[config.mk]
export PLATFORM = sky130hd
export DESIGN_NAME = sad_stage_cfg
export DESIGN_NICKNAME = d
export VERILOG_FILES = /design/src/hdl/sad_pkg.sv /design/src/hdl/sad_stage_cfg.sv
export SDC_FILE = /design/constraint.sdc
export NUM_CORES = 1
export LEC_CHECK = 0
export ABC_AREA = 1
export BUFFER_PORTS_ARGS = -buffer_cell sky130_fd_sc_hd__buf_2
export CAP_MARGIN = 10
export CORE_MARGIN = 8
export CORE_UTILIZATION = 56
export CTS_CLUSTER_SIZE = 14
export DETAILED_ROUTE_END_ITERATION = 16
export PLACE_DENSITY = 0.79
export SYNTH_ARGS = -nofsm -noshare
export SYNTH_HDL_FRONTEND = slang
export SYNTH_SLANG_ARGS = --single-unit
[constraint.sdc]
create_clock -name clk -period 2.1 [get_ports clk]
set_clock_uncertainty 0.15 [all_clocks]
set_input_delay 0.105 -clock clk [delete_from_list [all_inputs] [get_ports clk]]
set_output_delay 0.105 -clock clk [all_outputs]
set_load 0.01 [all_outputs]
[src/hdl/sad_pkg.sv]
`default_nettype none

package sad_pkg;

    // ------------------------------------------------------------
    // register map
    // ------------------------------------------------------------
    localparam int NUM_STAGES = 8;
    localparam logic [9:0] BANK_BASE = 10'h080;        // stage 0 first word
    localparam logic [9:0] BANK_LAST = 10'h0bf;        // stage 7 last word
    localparam logic [2:0] OFS_CONN_LOW = 3'h0;        // inputs one to seven
    localparam logic [2:0] OFS_INPUT8_CONN = 3'h1;     // stage_input8_connection
    localparam logic [2:0] OFS_OFFSET_CTRL = 3'h2;     // stage_offset_control
    localparam logic [2:0] OFS_SENS_CTRL = 3'h3;       // stage_sensitivity_control
    localparam logic [2:0] OFS_LAST_WORD = 3'h3;
    localparam logic [15:0] WORD_RESET = 16'h0000;

    // ------------------------------------------------------------
    // field positions
    // ------------------------------------------------------------
    localparam int ROUTE_LSB = 0;          // input8_route_select [1:0]
    localparam int MODE_LSB = 12;          // measure_mode_select [13:12]
    localparam int NEG_OFF_BIT = 14;       // neg_offset_off
    localparam int POS_OFF_BIT = 15;       // pos_offset_off
    localparam int NEG_MAG_LSB = 0;        // neg_offset_magnitude [5:0]
    localparam int NEG_STEER_BIT = 7;      // neg_offset_steer
    localparam int POS_MAG_LSB = 8;        // pos_offset_magnitude [13:8]
    localparam int POS_STEER_BIT = 15;     // pos_offset_steer
    localparam int NEG_TRIP_LSB = 0;       // neg_trip_percent [3:0]
    localparam int NEG_PEAK_LSB = 4;       // neg_peak_level [6:4]
    localparam int POS_TRIP_LSB = 8;       // positive trip percent [11:8]
    localparam int POS_PEAK_LSB = 12;      // positive peak level [14:12]

    // capacitance step of one magnitude count, in femtofarads
    localparam int OFFSET_STEP_FF = 320;

    // ------------------------------------------------------------
    // encodings
    // ------------------------------------------------------------
    typedef enum logic [1:0] {
        SAD_ROUTE_OPEN = 2'b00,
        SAD_ROUTE_NEG  = 2'b01,
        SAD_ROUTE_POS  = 2'b10,
        SAD_ROUTE_BIAS = 2'b11
    } sad_route_e;

    typedef enum logic [1:0] {
        SAD_MODE_RSVD   = 2'b00,
        SAD_MODE_SE_POS = 2'b01,
        SAD_MODE_SE_NEG = 2'b10,
        SAD_MODE_DIFF   = 2'b11
    } sad_mode_e;

    // peak level: base percent and step per code, last legal code
    localparam logic [6:0] PEAK_BASE_PCT = 7'h28;      // 40 percent
    localparam logic [6:0] PEAK_STEP_PCT = 7'h0a;      // 10 percent
    localparam logic [2:0] PEAK_LAST_CODE = 3'h5;

endpackage

`default_nettype wire

[src/hdl/sad_stage_cfg.sv]
`timescale 1ns/100ps
`default_nettype none

module sad_stage_cfg (
    input wire logic clk,                        // 200 MHz device clock
    input wire logic resetn,                     // asynchronous reset, active low
    input wire logic reg_wr,                     // register write strobe
    input wire logic reg_rd,                     // register read strobe
    input wire logic [9:0] reg_addr,             // register word address
    input wire logic [15:0] reg_wdata,           // write data
    output logic [15:0] reg_rdata,               // read data, held until next read
    output logic reg_rvalid,                     // read data valid pulse
    output logic reg_err,                        // pulse: access to unmapped address
    input wire logic [2:0] stage_sel,            // stage now being converted
    output logic [7:0] in_to_neg,                // input n on converter negative side
    output logic [7:0] in_to_pos,                // input n on converter positive side
    output logic [7:0] in_to_bias,               // input n tied to bias node
    output logic [1:0] measure_mode,             // measurement mode code
    output logic mode_reserved,                  // mode code zero programmed
    output logic [5:0] neg_offset_magnitude,     // zero when suppressed
    output logic neg_offset_to_pos,              // negative offset lands on positive side
    output logic [5:0] pos_offset_magnitude,     // zero when suppressed
    output logic pos_offset_to_neg,              // positive offset lands on negative side
    output logic [13:0] neg_trip_percent,        // hundredths of a percent
    output logic [13:0] pos_trip_percent,        // hundredths of a percent
    output logic [6:0] neg_peak_level,           // percent
    output logic [6:0] pos_peak_level,           // percent
    output logic peak_code_bad                   // undefined peak code on either side
);

    // ------------------------------------------------------------
    // helper functions
    // ------------------------------------------------------------
    // sixteen-entry trip table, hundredths of a percent
    function automatic logic [13:0] trip_pct(input logic [3:0] code);
        logic [13:0] pct;
        pct = 14'h0000;
        unique case (code)
            4'h0: pct = 14'd2500;
            4'h1: pct = 14'd2973;
            4'h2: pct = 14'd3440;
            4'h3: pct = 14'd3908;
            4'h4: pct = 14'd4379;
            4'h5: pct = 14'd4848;
            4'h6: pct = 14'd5315;
            4'h7: pct = 14'd5783;
            4'h8: pct = 14'd6251;
            4'h9: pct = 14'd6722;
            4'ha: pct = 14'd7190;
            4'hb: pct = 14'd7658;
            4'hc: pct = 14'd8128;
            4'hd: pct = 14'd8596;
            4'he: pct = 14'd9064;
            4'hf: pct = 14'd9532;
        endcase
        return pct;
    endfunction

    // ten-percent ladder from forty; undefined codes saturate at the top
    function automatic logic [6:0] peak_pct(input logic [2:0] code);
        logic [2:0] c;
        c = (code > sad_pkg::PEAK_LAST_CODE) ? sad_pkg::PEAK_LAST_CODE : code;
        return 7'(sad_pkg::PEAK_BASE_PCT + 7'(c) * sad_pkg::PEAK_STEP_PCT);
    endfunction

    // two-bit route code to one-hot side flags
    function automatic logic [2:0] route_dec(input logic [1:0] code);
        logic [2:0] r;
        r = 3'h0;
        unique case (sad_route_cast(code))
            sad_pkg::SAD_ROUTE_OPEN: r = 3'b000;
            sad_pkg::SAD_ROUTE_NEG:  r = 3'b001;
            sad_pkg::SAD_ROUTE_POS:  r = 3'b010;
            sad_pkg::SAD_ROUTE_BIAS: r = 3'b100;
        endcase
        return r;
    endfunction

    function automatic sad_pkg::sad_route_e sad_route_cast(input logic [1:0] code);
        return sad_pkg::sad_route_e'(code);
    endfunction

    // ------------------------------------------------------------
    // address decode
    // ------------------------------------------------------------
    logic addr_hit;
    logic [2:0] addr_stage;
    logic [1:0] addr_word;

    // only the first four words of each eight-word stage block live here
    assign addr_hit = (reg_addr >= sad_pkg::BANK_BASE) && (reg_addr <= sad_pkg::BANK_LAST)
                      && (reg_addr[2:0] <= sad_pkg::OFS_LAST_WORD);
    assign addr_stage = reg_addr[5:3];
    assign addr_word = reg_addr[1:0];

    // ------------------------------------------------------------
    // stage configuration storage
    // ------------------------------------------------------------
    logic [15:0] cfg_q [sad_pkg::NUM_STAGES][4];

    // each stage has its own four words; reserved bits are kept as written
    always_ff @(posedge clk or negedge resetn) begin
        if (!resetn) begin
            for (int s = 0; s < sad_pkg::NUM_STAGES; s++) begin
                for (int w = 0; w < 4; w++) begin
                    cfg_q[s][w] <= sad_pkg::WORD_RESET;
                end
            end
        end else if (reg_wr && addr_hit) begin
            cfg_q[addr_stage][addr_word] <= reg_wdata;
        end
    end

    // read port: data one cycle after the strobe, unmapped reads give zero
    always_ff @(posedge clk or negedge resetn) begin
        if (!resetn) begin
            reg_rdata <= 16'h0000;
            reg_rvalid <= 1'b0;
        end else begin
            reg_rvalid <= reg_rd;
            if (reg_rd) begin
                reg_rdata <= addr_hit ? cfg_q[addr_stage][addr_word] : 16'h0000;
            end
        end
    end

    // flags accesses that miss the bank so a bad host address shows up
    always_ff @(posedge clk or negedge resetn) begin
        if (!resetn) begin
            reg_err <= 1'b0;
        end else begin
            reg_err <= (reg_wr || reg_rd) && !addr_hit;
        end
    end

    // ------------------------------------------------------------
    // front end decode of the active stage
    // ------------------------------------------------------------
    logic [15:0] w_low, w_conn, w_off, w_sens;
    logic [2:0] rt [8];

    assign w_low = cfg_q[stage_sel][sad_pkg::OFS_CONN_LOW[1:0]];
    assign w_conn = cfg_q[stage_sel][sad_pkg::OFS_INPUT8_CONN[1:0]];
    assign w_off = cfg_q[stage_sel][sad_pkg::OFS_OFFSET_CTRL[1:0]];
    assign w_sens = cfg_q[stage_sel][sad_pkg::OFS_SENS_CTRL[1:0]];

    // inputs one to seven from the companion word, input eight from its own
    always_comb begin
        for (int i = 0; i < 7; i++) begin
            rt[i] = route_dec(w_low[2*i +: 2]);
        end
        rt[7] = route_dec(w_conn[sad_pkg::ROUTE_LSB +: 2]);
    end

    // switch matrix flags, registered so the analog side sees clean levels
    always_ff @(posedge clk or negedge resetn) begin
        if (!resetn) begin
            in_to_neg <= 8'h00;
            in_to_pos <= 8'h00;
            in_to_bias <= 8'h00;
        end else begin
            for (int i = 0; i < 8; i++) begin
                in_to_neg[i] <= rt[i][0];
                in_to_pos[i] <= rt[i][1];
                in_to_bias[i] <= rt[i][2];
            end
        end
    end

    // mode code passed through; code zero flagged, converter must not trust it
    always_ff @(posedge clk or negedge resetn) begin
        if (!resetn) begin
            measure_mode <= 2'b00;
            mode_reserved <= 1'b0;
        end else begin
            measure_mode <= w_conn[sad_pkg::MODE_LSB +: 2];
            mode_reserved <= (w_conn[sad_pkg::MODE_LSB +: 2] == sad_pkg::SAD_MODE_RSVD);
        end
    end

    // offsets: a suppressed side drives zero magnitude, steer picks the input
    always_ff @(posedge clk or negedge resetn) begin
        if (!resetn) begin
            neg_offset_magnitude <= 6'h00;
            pos_offset_magnitude <= 6'h00;
            neg_offset_to_pos <= 1'b0;
            pos_offset_to_neg <= 1'b0;
        end else begin
            neg_offset_magnitude <= w_conn[sad_pkg::NEG_OFF_BIT] ? 6'h00
                                    : w_off[sad_pkg::NEG_MAG_LSB +: 6];
            pos_offset_magnitude <= w_conn[sad_pkg::POS_OFF_BIT] ? 6'h00
                                    : w_off[sad_pkg::POS_MAG_LSB +: 6];
            neg_offset_to_pos <= w_off[sad_pkg::NEG_STEER_BIT];
            pos_offset_to_neg <= w_off[sad_pkg::POS_STEER_BIT];
        end
    end

    // sensitivity tables; one function serves both polarities
    always_ff @(posedge clk or negedge resetn) begin
        if (!resetn) begin
            neg_trip_percent <= 14'h0000;
            pos_trip_percent <= 14'h0000;
            neg_peak_level <= 7'h00;
            pos_peak_level <= 7'h00;
            peak_code_bad <= 1'b0;
        end else begin
            neg_trip_percent <= trip_pct(w_sens[sad_pkg::NEG_TRIP_LSB +: 4]);
            pos_trip_percent <= trip_pct(w_sens[sad_pkg::POS_TRIP_LSB +: 4]);
            neg_peak_level <= peak_pct(w_sens[sad_pkg::NEG_PEAK_LSB +: 3]);
            pos_peak_level <= peak_pct(w_sens[sad_pkg::POS_PEAK_LSB +: 3]);
            // undefined codes are a host fault; saturate and report
            peak_code_bad <= (w_sens[sad_pkg::NEG_PEAK_LSB +: 3] > sad_pkg::PEAK_LAST_CODE)
                          || (w_sens[sad_pkg::POS_PEAK_LSB +: 3] > sad_pkg::PEAK_LAST_CODE);
        end
    end

endmodule

`default_nettype wire

Yosys cells after proc, flatten, opt, wreduce, memory -nomap -nowiden
Memories as Yosys holds them, arrays and structs flattened. A register that Yosys moved wholly into a read port is not among the register bits.
Cells that the tools add are included.
{"block": "word_totals", "ff_bits": 586, "rom_bits": 448, "in_bits": 33, "out_inout_bits": 102, "n_memories": 2}
{"memory": "(no name shown)", "words": 16, "width": 14, "read_ports": 1, "rd_ports_with_merged_regs": 1, "write_ports": 0, "line": "sad_stage_cfg.sv:38", "text": "unique case (code)"}
{"memory": "(no name shown)", "words": 16, "width": 14, "read_ports": 1, "rd_ports_with_merged_regs": 1, "write_ports": 0, "line": "sad_stage_cfg.sv:38"}
{"block": "op_classes", "add_sub_neg": 2, "n_mul": 2, "magnitude_cmp": 10, "eq_ne": 24, "mux": 27, "n_bitwise": 3, "reduce_logical": 20}
{"op": "$bwmux 512", "count": 1}
{"op": "$bmux 64 s3", "count": 2}
{"op": "$demux 64 s3", "count": 1}
{"op": "$mux 64", "count": 3}
{"op": "$mux 62", "count": 2}
{"op": "$pmux 3 s4", "count": 8}
{"op": "$mux 16", "count": 4}
{"op": "$bmux 16 s2", "count": 1}
{"op": "$demux 16 s2", "count": 1}
{"op": "$eq 2x2->1 const B", "count": 16}
{"op": "$logic_not 2->1", "count": 9}
{"op": "$eq 2x1->1 const B", "count": 8}
{"op": "$add 6x7->7 const A", "count": 2}
{"op": "$mul 3x3->6 const B", "count": 2}
{"op": "$mux 6", "count": 2}
{"op": "$ge 10x8->1 const B", "count": 1}
{"op": "$le 10x8->1 const B", "count": 1}
{"op": "$ge 4x4->1 const B", "count": 2}
{"op": "$not 3->4", "count": 2}
{"op": "$gt 3x3->1 const B", "count": 2}
{"op": "$logic_and 1x1->1", "count": 6}
{"op": "$mux 3", "count": 2}
{"op": "$lt 4x1->1 const B", "count": 1}
{"op": "$ge 3x3->1 const B", "count": 1}
{"op": "other kinds (5)", "count": 8}

Logic depth before layout (Yosys ltp)
{"block": "logic_depth", "depth_word": 8, "ltp_mapped": 19}

Worst setup path after synthesis
Ideal clock, no wire load.
{"block": "synth_timing", "path_type": "input to register", "from": "input stage_sel[0]", "to": "register pos_peak_level[6]", "t_arrival_ps": 2230, "required_time_ps": 1834, "slack_ps": -396, "cell_stages": 17, "cell_sequence": "buf_4 > buf_6 > buf_2 > buf_2 > clkbuf_1 > a21oi_1 > nor2_1 > o21ai_0 > nand2_1 > nand2_1 > ha_1 > ha_1 > ha_1 > inv_1 > nand2_1 > nand2_1 > nand2_1"}
{"block": "synth_via", "elab_chain_cells": 8}
{"item": "start, declared", "line": "sad_stage_cfg.sv:14", "text": "input wire logic [2:0] stage_sel,"}
{"item": "$not 3->4 (not written as such) *", "line": "sad_stage_cfg.sv:145", "text": "assign w_sens = cfg_q[stage_sel][sad_pkg::OFS_SENS_CTRL[1:0]];"}
{"item": "$bmux 64 s3 *", "line": "sad_stage_cfg.sv:145"}
{"item": "$mux 62 (not written as such) * (2 in series)", "line": "sad_stage_cfg.sv:145"}
{"item": "$gt 3x3->1", "line": "sad_stage_cfg.sv:62", "text": "c = (code > sad_pkg::PEAK_LAST_CODE) ? sad_pkg::PEAK_LAST_CODE : code;"}
{"item": "$mux 3 *", "line": "sad_stage_cfg.sv:62"}
{"item": "$mul 3x3->6 *", "line": "sad_stage_cfg.sv:63", "text": "return 7'(sad_pkg::PEAK_BASE_PCT + 7'(c) * sad_pkg::PEAK_STEP_PCT);"}
{"item": "$add 6x7->7 *", "line": "sad_stage_cfg.sv:63"}
{"item": "end signal, assigned", "line": "sad_stage_cfg.sv:210", "text": "pos_peak_level <= peak_pct(w_sens[sad_pkg::POS_PEAK_LSB +: 3]);"}
{"item": "end, declared", "line": "sad_stage_cfg.sv:27", "text": "output logic [6:0] pos_peak_level,"}
Mark *: on every way between the ends. The rest lies on a longest branch, timed or not. The select of a mux whose other input is x is not followed.
A chain may end at the register's enable or synchronous reset.

Worst setup path after layout
{"block": "layout_timing", "from": "register cfg_q[334] in the netlist's numbering", "to": "register pos_peak_level[6]"}
{"block": "layout_via", "elab_chain_cells": 7}
{"item": "start, declared", "line": "sad_stage_cfg.sv:99", "text": "logic [15:0] cfg_q [sad_pkg::NUM_STAGES][4];"}
{"item": "start signal, assigned by index", "line": "sad_stage_cfg.sv:106", "text": "cfg_q[s][w] <= sad_pkg::WORD_RESET;"}
{"item": "start signal, assigned by index", "line": "sad_stage_cfg.sv:110", "text": "cfg_q[addr_stage][addr_word] <= reg_wdata;"}
{"item": "$bmux 64 s3 *", "line": "sad_stage_cfg.sv:145"}
{"item": "$mux 62 (not written as such) * (2 in series)", "line": "sad_stage_cfg.sv:145"}
{"item": "$gt 3x3->1", "line": "sad_stage_cfg.sv:62"}
{"item": "$mux 3 *", "line": "sad_stage_cfg.sv:62"}
{"item": "$mul 3x3->6 *", "line": "sad_stage_cfg.sv:63"}
{"item": "$add 6x7->7 *", "line": "sad_stage_cfg.sv:63"}
Marked as above.

==> results <==
- The flow ran to the end, and the final reports show no timing, DRC or antenna violations.
- The share of layout cells above drive strength 1 is a little under an eighth.
- The number of synthesized register bits is slightly above 600.
- The final standard cell count with taps included and fillers excluded is 5173.
- In the final design database the tool counted between 4000 and 5000 nets.
- The startpoint identified for the worst hold timing path is reg_addr[9].
- The launching element type of the critical path is a flop.
- The first routing iteration left 3054 violations.
- The time the worst path needs with I/O delays and setup is a little over 2 ns.
- The die covers 64100 µm².
- The count of filler cells inserted in the layout is 4800.
- The TritonCTS buffer count is 66.
- Setup violations remaining at the end of the flow were counted as 0.
- The number of sinks driven by the clock tree is between 600 and 700.
- Leaving out fill and tap cells, the most frequent cells in the layout are nand2_1 (1556), o21ai_0 (823), dfrtp_1 (612).
- IR analysis of the VDD net gives a maximum drop of 0.638 mV.
- The final worst-path cycle share is 97.8%.
- The least setup slack across all paths after layout is between 0.04 and 0.05 ns.
- Wire segments on met3 add up to roughly 9 mm in the final route.
- The library cell used most frequently in the layout, excluding fill and tap cells, is nand2_1.
- For the worst setup path, the data required time is roughly 2.4 ns.
- Setup repair after global routing could not meet its margin everywhere.
- The setup slack at placement is -0.0482 ns.
- In this run the worst path has a maximum fanout of 4.
- The startpoint of the worst register-to-register path is cfg_q[334].
- During placement, the flow inserted port buffers numbering 132.
- Dividing the detail-routed via count by the number of cells gives about 5.7.
- The global placement routability congestion is about 0.9.
- The number of different library cells used by synthesis comes to 31.
- In the final routed layout, each cell accounts on average for between 15 and 20 µm.
- The setup path with the least slack is of type reg -> reg.
- For this design the top-level I/O count stands at around 140.
- The type of destination of the critical path is a flop.
- The uppermost metal layer occupied by signal nets is met4.
- Overall power consumption after layout is estimated at about 27 mW.
- In this run the vertical extent of the chip is around 250 µm.
- The number of maximum-capacitance violations is 0.
- Setup slack on the worst reg-to-reg path comes out at ~0.047 ns.
- Sequential elements use 48.7% of the synthesized area.
- The tree is rooted in a clkbuf_16.
- Relative to the synthesized area, the layout overhead comes to 14.6%.
- The number of remaining DRC errors is 0.
- Global routing finished with a remaining overflow of 0.
- Across all hold checks on the routed design, the worst slack comes to between 0.03 and 0.04 ns.
- The count of final hold-check violations is 0.
- Clock latency on the worst-skew pair, taken at its later pin, is about 0.61 ns.
- The first global-routing pass estimated approximately 150 mm of wire.
- The largest net degree at the start of global routing is between 90 and 100.
- Clock-pin slew was measured on the worst setup and hold paths at 0.06 ns.
- In this run the horizontal extent of the chip is 253 µm.
- The capturing point of the worst reg2reg path is pos_peak_level[6].
- For this run, the number of Yosys warnings is 0.
- Wires add up to 95.2 mm.
- The longest clock path from root to sink contains 3 buffers.
- For hold timing, the worst endpoint is reg_rdata[5].
- The via count is between 20000 and 30000.
- The worst-case headroom to the max-slew limit is roughly 57%.
- After synthesis the cells add up to 31500 µm².
- The utilization after layout is between 60% and 70%.
- The slew at the pin with the worst max-slew slack is ~0.65 ns.
- A synthesized cell averages ~7.3 µm².
- For this run, the total global-route usage over all layers was measured as around 30%.
- The number of global-route vias before repair is 28000.
- The number of placed instances, taps included, is 5025.
- Across the whole layout, storage elements account for 15300 µm².
- The worst register-to-register path has a depth of 15.
- The initialized floorplan defines 87 standard-cell rows.
- The detailed route wirelength on metal2 is between 40 and 50 mm.
- The maximum clock rate is approximately 490 MHz.
- The worst hold path belongs to the class in -> reg.
- TritonCTS built the clock tree.
- The count of pins over their slew limit was 0.
- The arrival time at the worst endpoint is around 2.4 ns.
- The gate count after technology mapping is 4290.
- The multi-input combinational cell area is 14000 µm².
- The clock tree synthesis step divided the H-tree into 3 levels.
- Detailed placement finished with a half-perimeter wire length of between 50 and 60 mm.
- The wire length on met1 is approximately 38 mm.
- In this run the standard cell core region covers about 56000 µm².
- The number of antenna violations at the first check in global routing is 1.
- Dividing total power by cell area gives a power density of approximately 760 nW/µm².
- The detailed-router iteration count before antenna repair is 6.
- The cell depth of the worst hold path is 7.
- The initial standard-cell utilization of the core is a little under three fifths.
- The analysis attributes to cell leakage a power of ~18 nW.
- The remaining number of nets flagged by the antenna check after routing is 0.
-- cells in the mapped netlist --
cell	n	area share, %
a31oi_1	4	0.079
o21ai_1	144	2.3
mux2i_1	8	0.25
o221ai_1	1	0.028
buf_4	8	0.19
nor3_2	1	0.032
inv_4	1	0.020
and2_1	10	0.20
o211ai_1	23	0.55
clkinv_1	2	0.024
buf_1	21	0.25
nand3_4	1	0.056
nand3_1	53	0.84
dfrtp_1	612	49
buf_2	70	1.1
nand2_4	4	0.14
conb_1	1	0.012
xnor2_1	2	0.056
a21oi_1	98	1.6
nand2_1	1565	19
nor2_1	287	3.4
nand2_2	16	0.32
buf_6	14	0.50
ha_1	22	0.87
nor4_4	8	0.54
o22ai_1	1	0.020
clkbuf_1	220	2.6
inv_2	2	0.024
inv_1	237	2.8
o21ai_2	22	0.61
o21ai_0	832	13
-- kinds of logic after synthesis --
group	count (synthesis)	synth area share [%]
DFF	612	48.7
buffers and inverters	575	7.57
xor gates and xnor gates	2	0.0557
muxes	8	0.254
and+or+nand+nor	1945	24.2
adders and majority gates	22	0.874
AOI/OAI and AO/OA	1125	18.4
other	1	0.0119
-- how the worst max path moves through the flow --
stage / endpoint / slack [ns] / from
after CTS: pos_peak_level[6] / 0.006 / cfg_q[334]
after floorplan: pos_peak_level[6] / -0.03 / stage_sel[0]
after global placement: pos_peak_level[6] / -0.02 / stage_sel[0]
after global routing: pos_peak_level[6] / -0.05 / cfg_q[334]
after detailed placement: cfg_q[144] / -0.05 / reg_addr[9]
final: pos_peak_level[6] / 0.05 / cfg_q[334]
-- power by group --
| group | switching, mW | internal [mW] |
|---|---|---|
| Sequential | 0.145 | 12.1 |
| Clock | 4.84 | 6.88 |
| Combinational | 2.29 | 1.13 |
| Total | 7.27 | 20.1 |
-- sequential cells by signal (all words and copies together), names as in the netlist, 8 cells and up --
signal,count
cfg_q,512
reg_rdata,16
neg_trip_percent,14
pos_trip_percent,14
in_to_bias,8
in_to_neg,8
in_to_pos,8
-- cell type report --
| cell class | instances | area share [%] |
|---|---|---|
| Antenna cell | 1 | 0.00694 |
| Clock buffer | 93 | 5.22 |
| Clock inverter | 23 | 0.718 |
| Inverter | 242 | 2.56 |
| Multi-Input combinational cell | 3104 | 38.7 |
| Sequential cell | 612 | 42.4 |
| Tap cell | 756 | 2.62 |
| Timing Repair Buffer | 342 | 7.76 |
-- worst max-delay path: stages, from the launching register on --
cell and delay, ns:
dfrtp_1 0.39, inv_2 0.07, a21oi_2 0.05, o21ai_1 0.09, nand3_1 0.12, nand2_2 0.14
inv_4 0.07, nand2_4 0.07, nand2_4 0.06, ha_4 0.16, ha_4 0.16, ha_4 0.21
inv_2 0.05, nand2_1 0.05, nand2_1 0.05, nand2_1 0.04
-- metrics by stage --
step	area, µm²	setup TNS (ns)
CTS	35900	0
floorplan	31700	-0.0558
global route	36100	-0.0834
global placement	33500	-0.0162
finish	36100	0
detailed placement	33500	-0.557
-- routing by layer --
metal	up-vias	track usage, %
li1	13900	-
met1	13700	39.4
met2	1492	47.4
met3	307	5.19
met4	0	15.6
met5	-	0
-- repair_timing --
item                       4_1_cts  5_1_grt
resized for setup                1       27
hold buffers                    23        0
pin swaps                        0       13
cloned                           0        0
buffers inserted                 0        8
setup endpoints to repair        1       20
hold endpoints to repair      1129        0
Power figures use the tool's default switching activity.
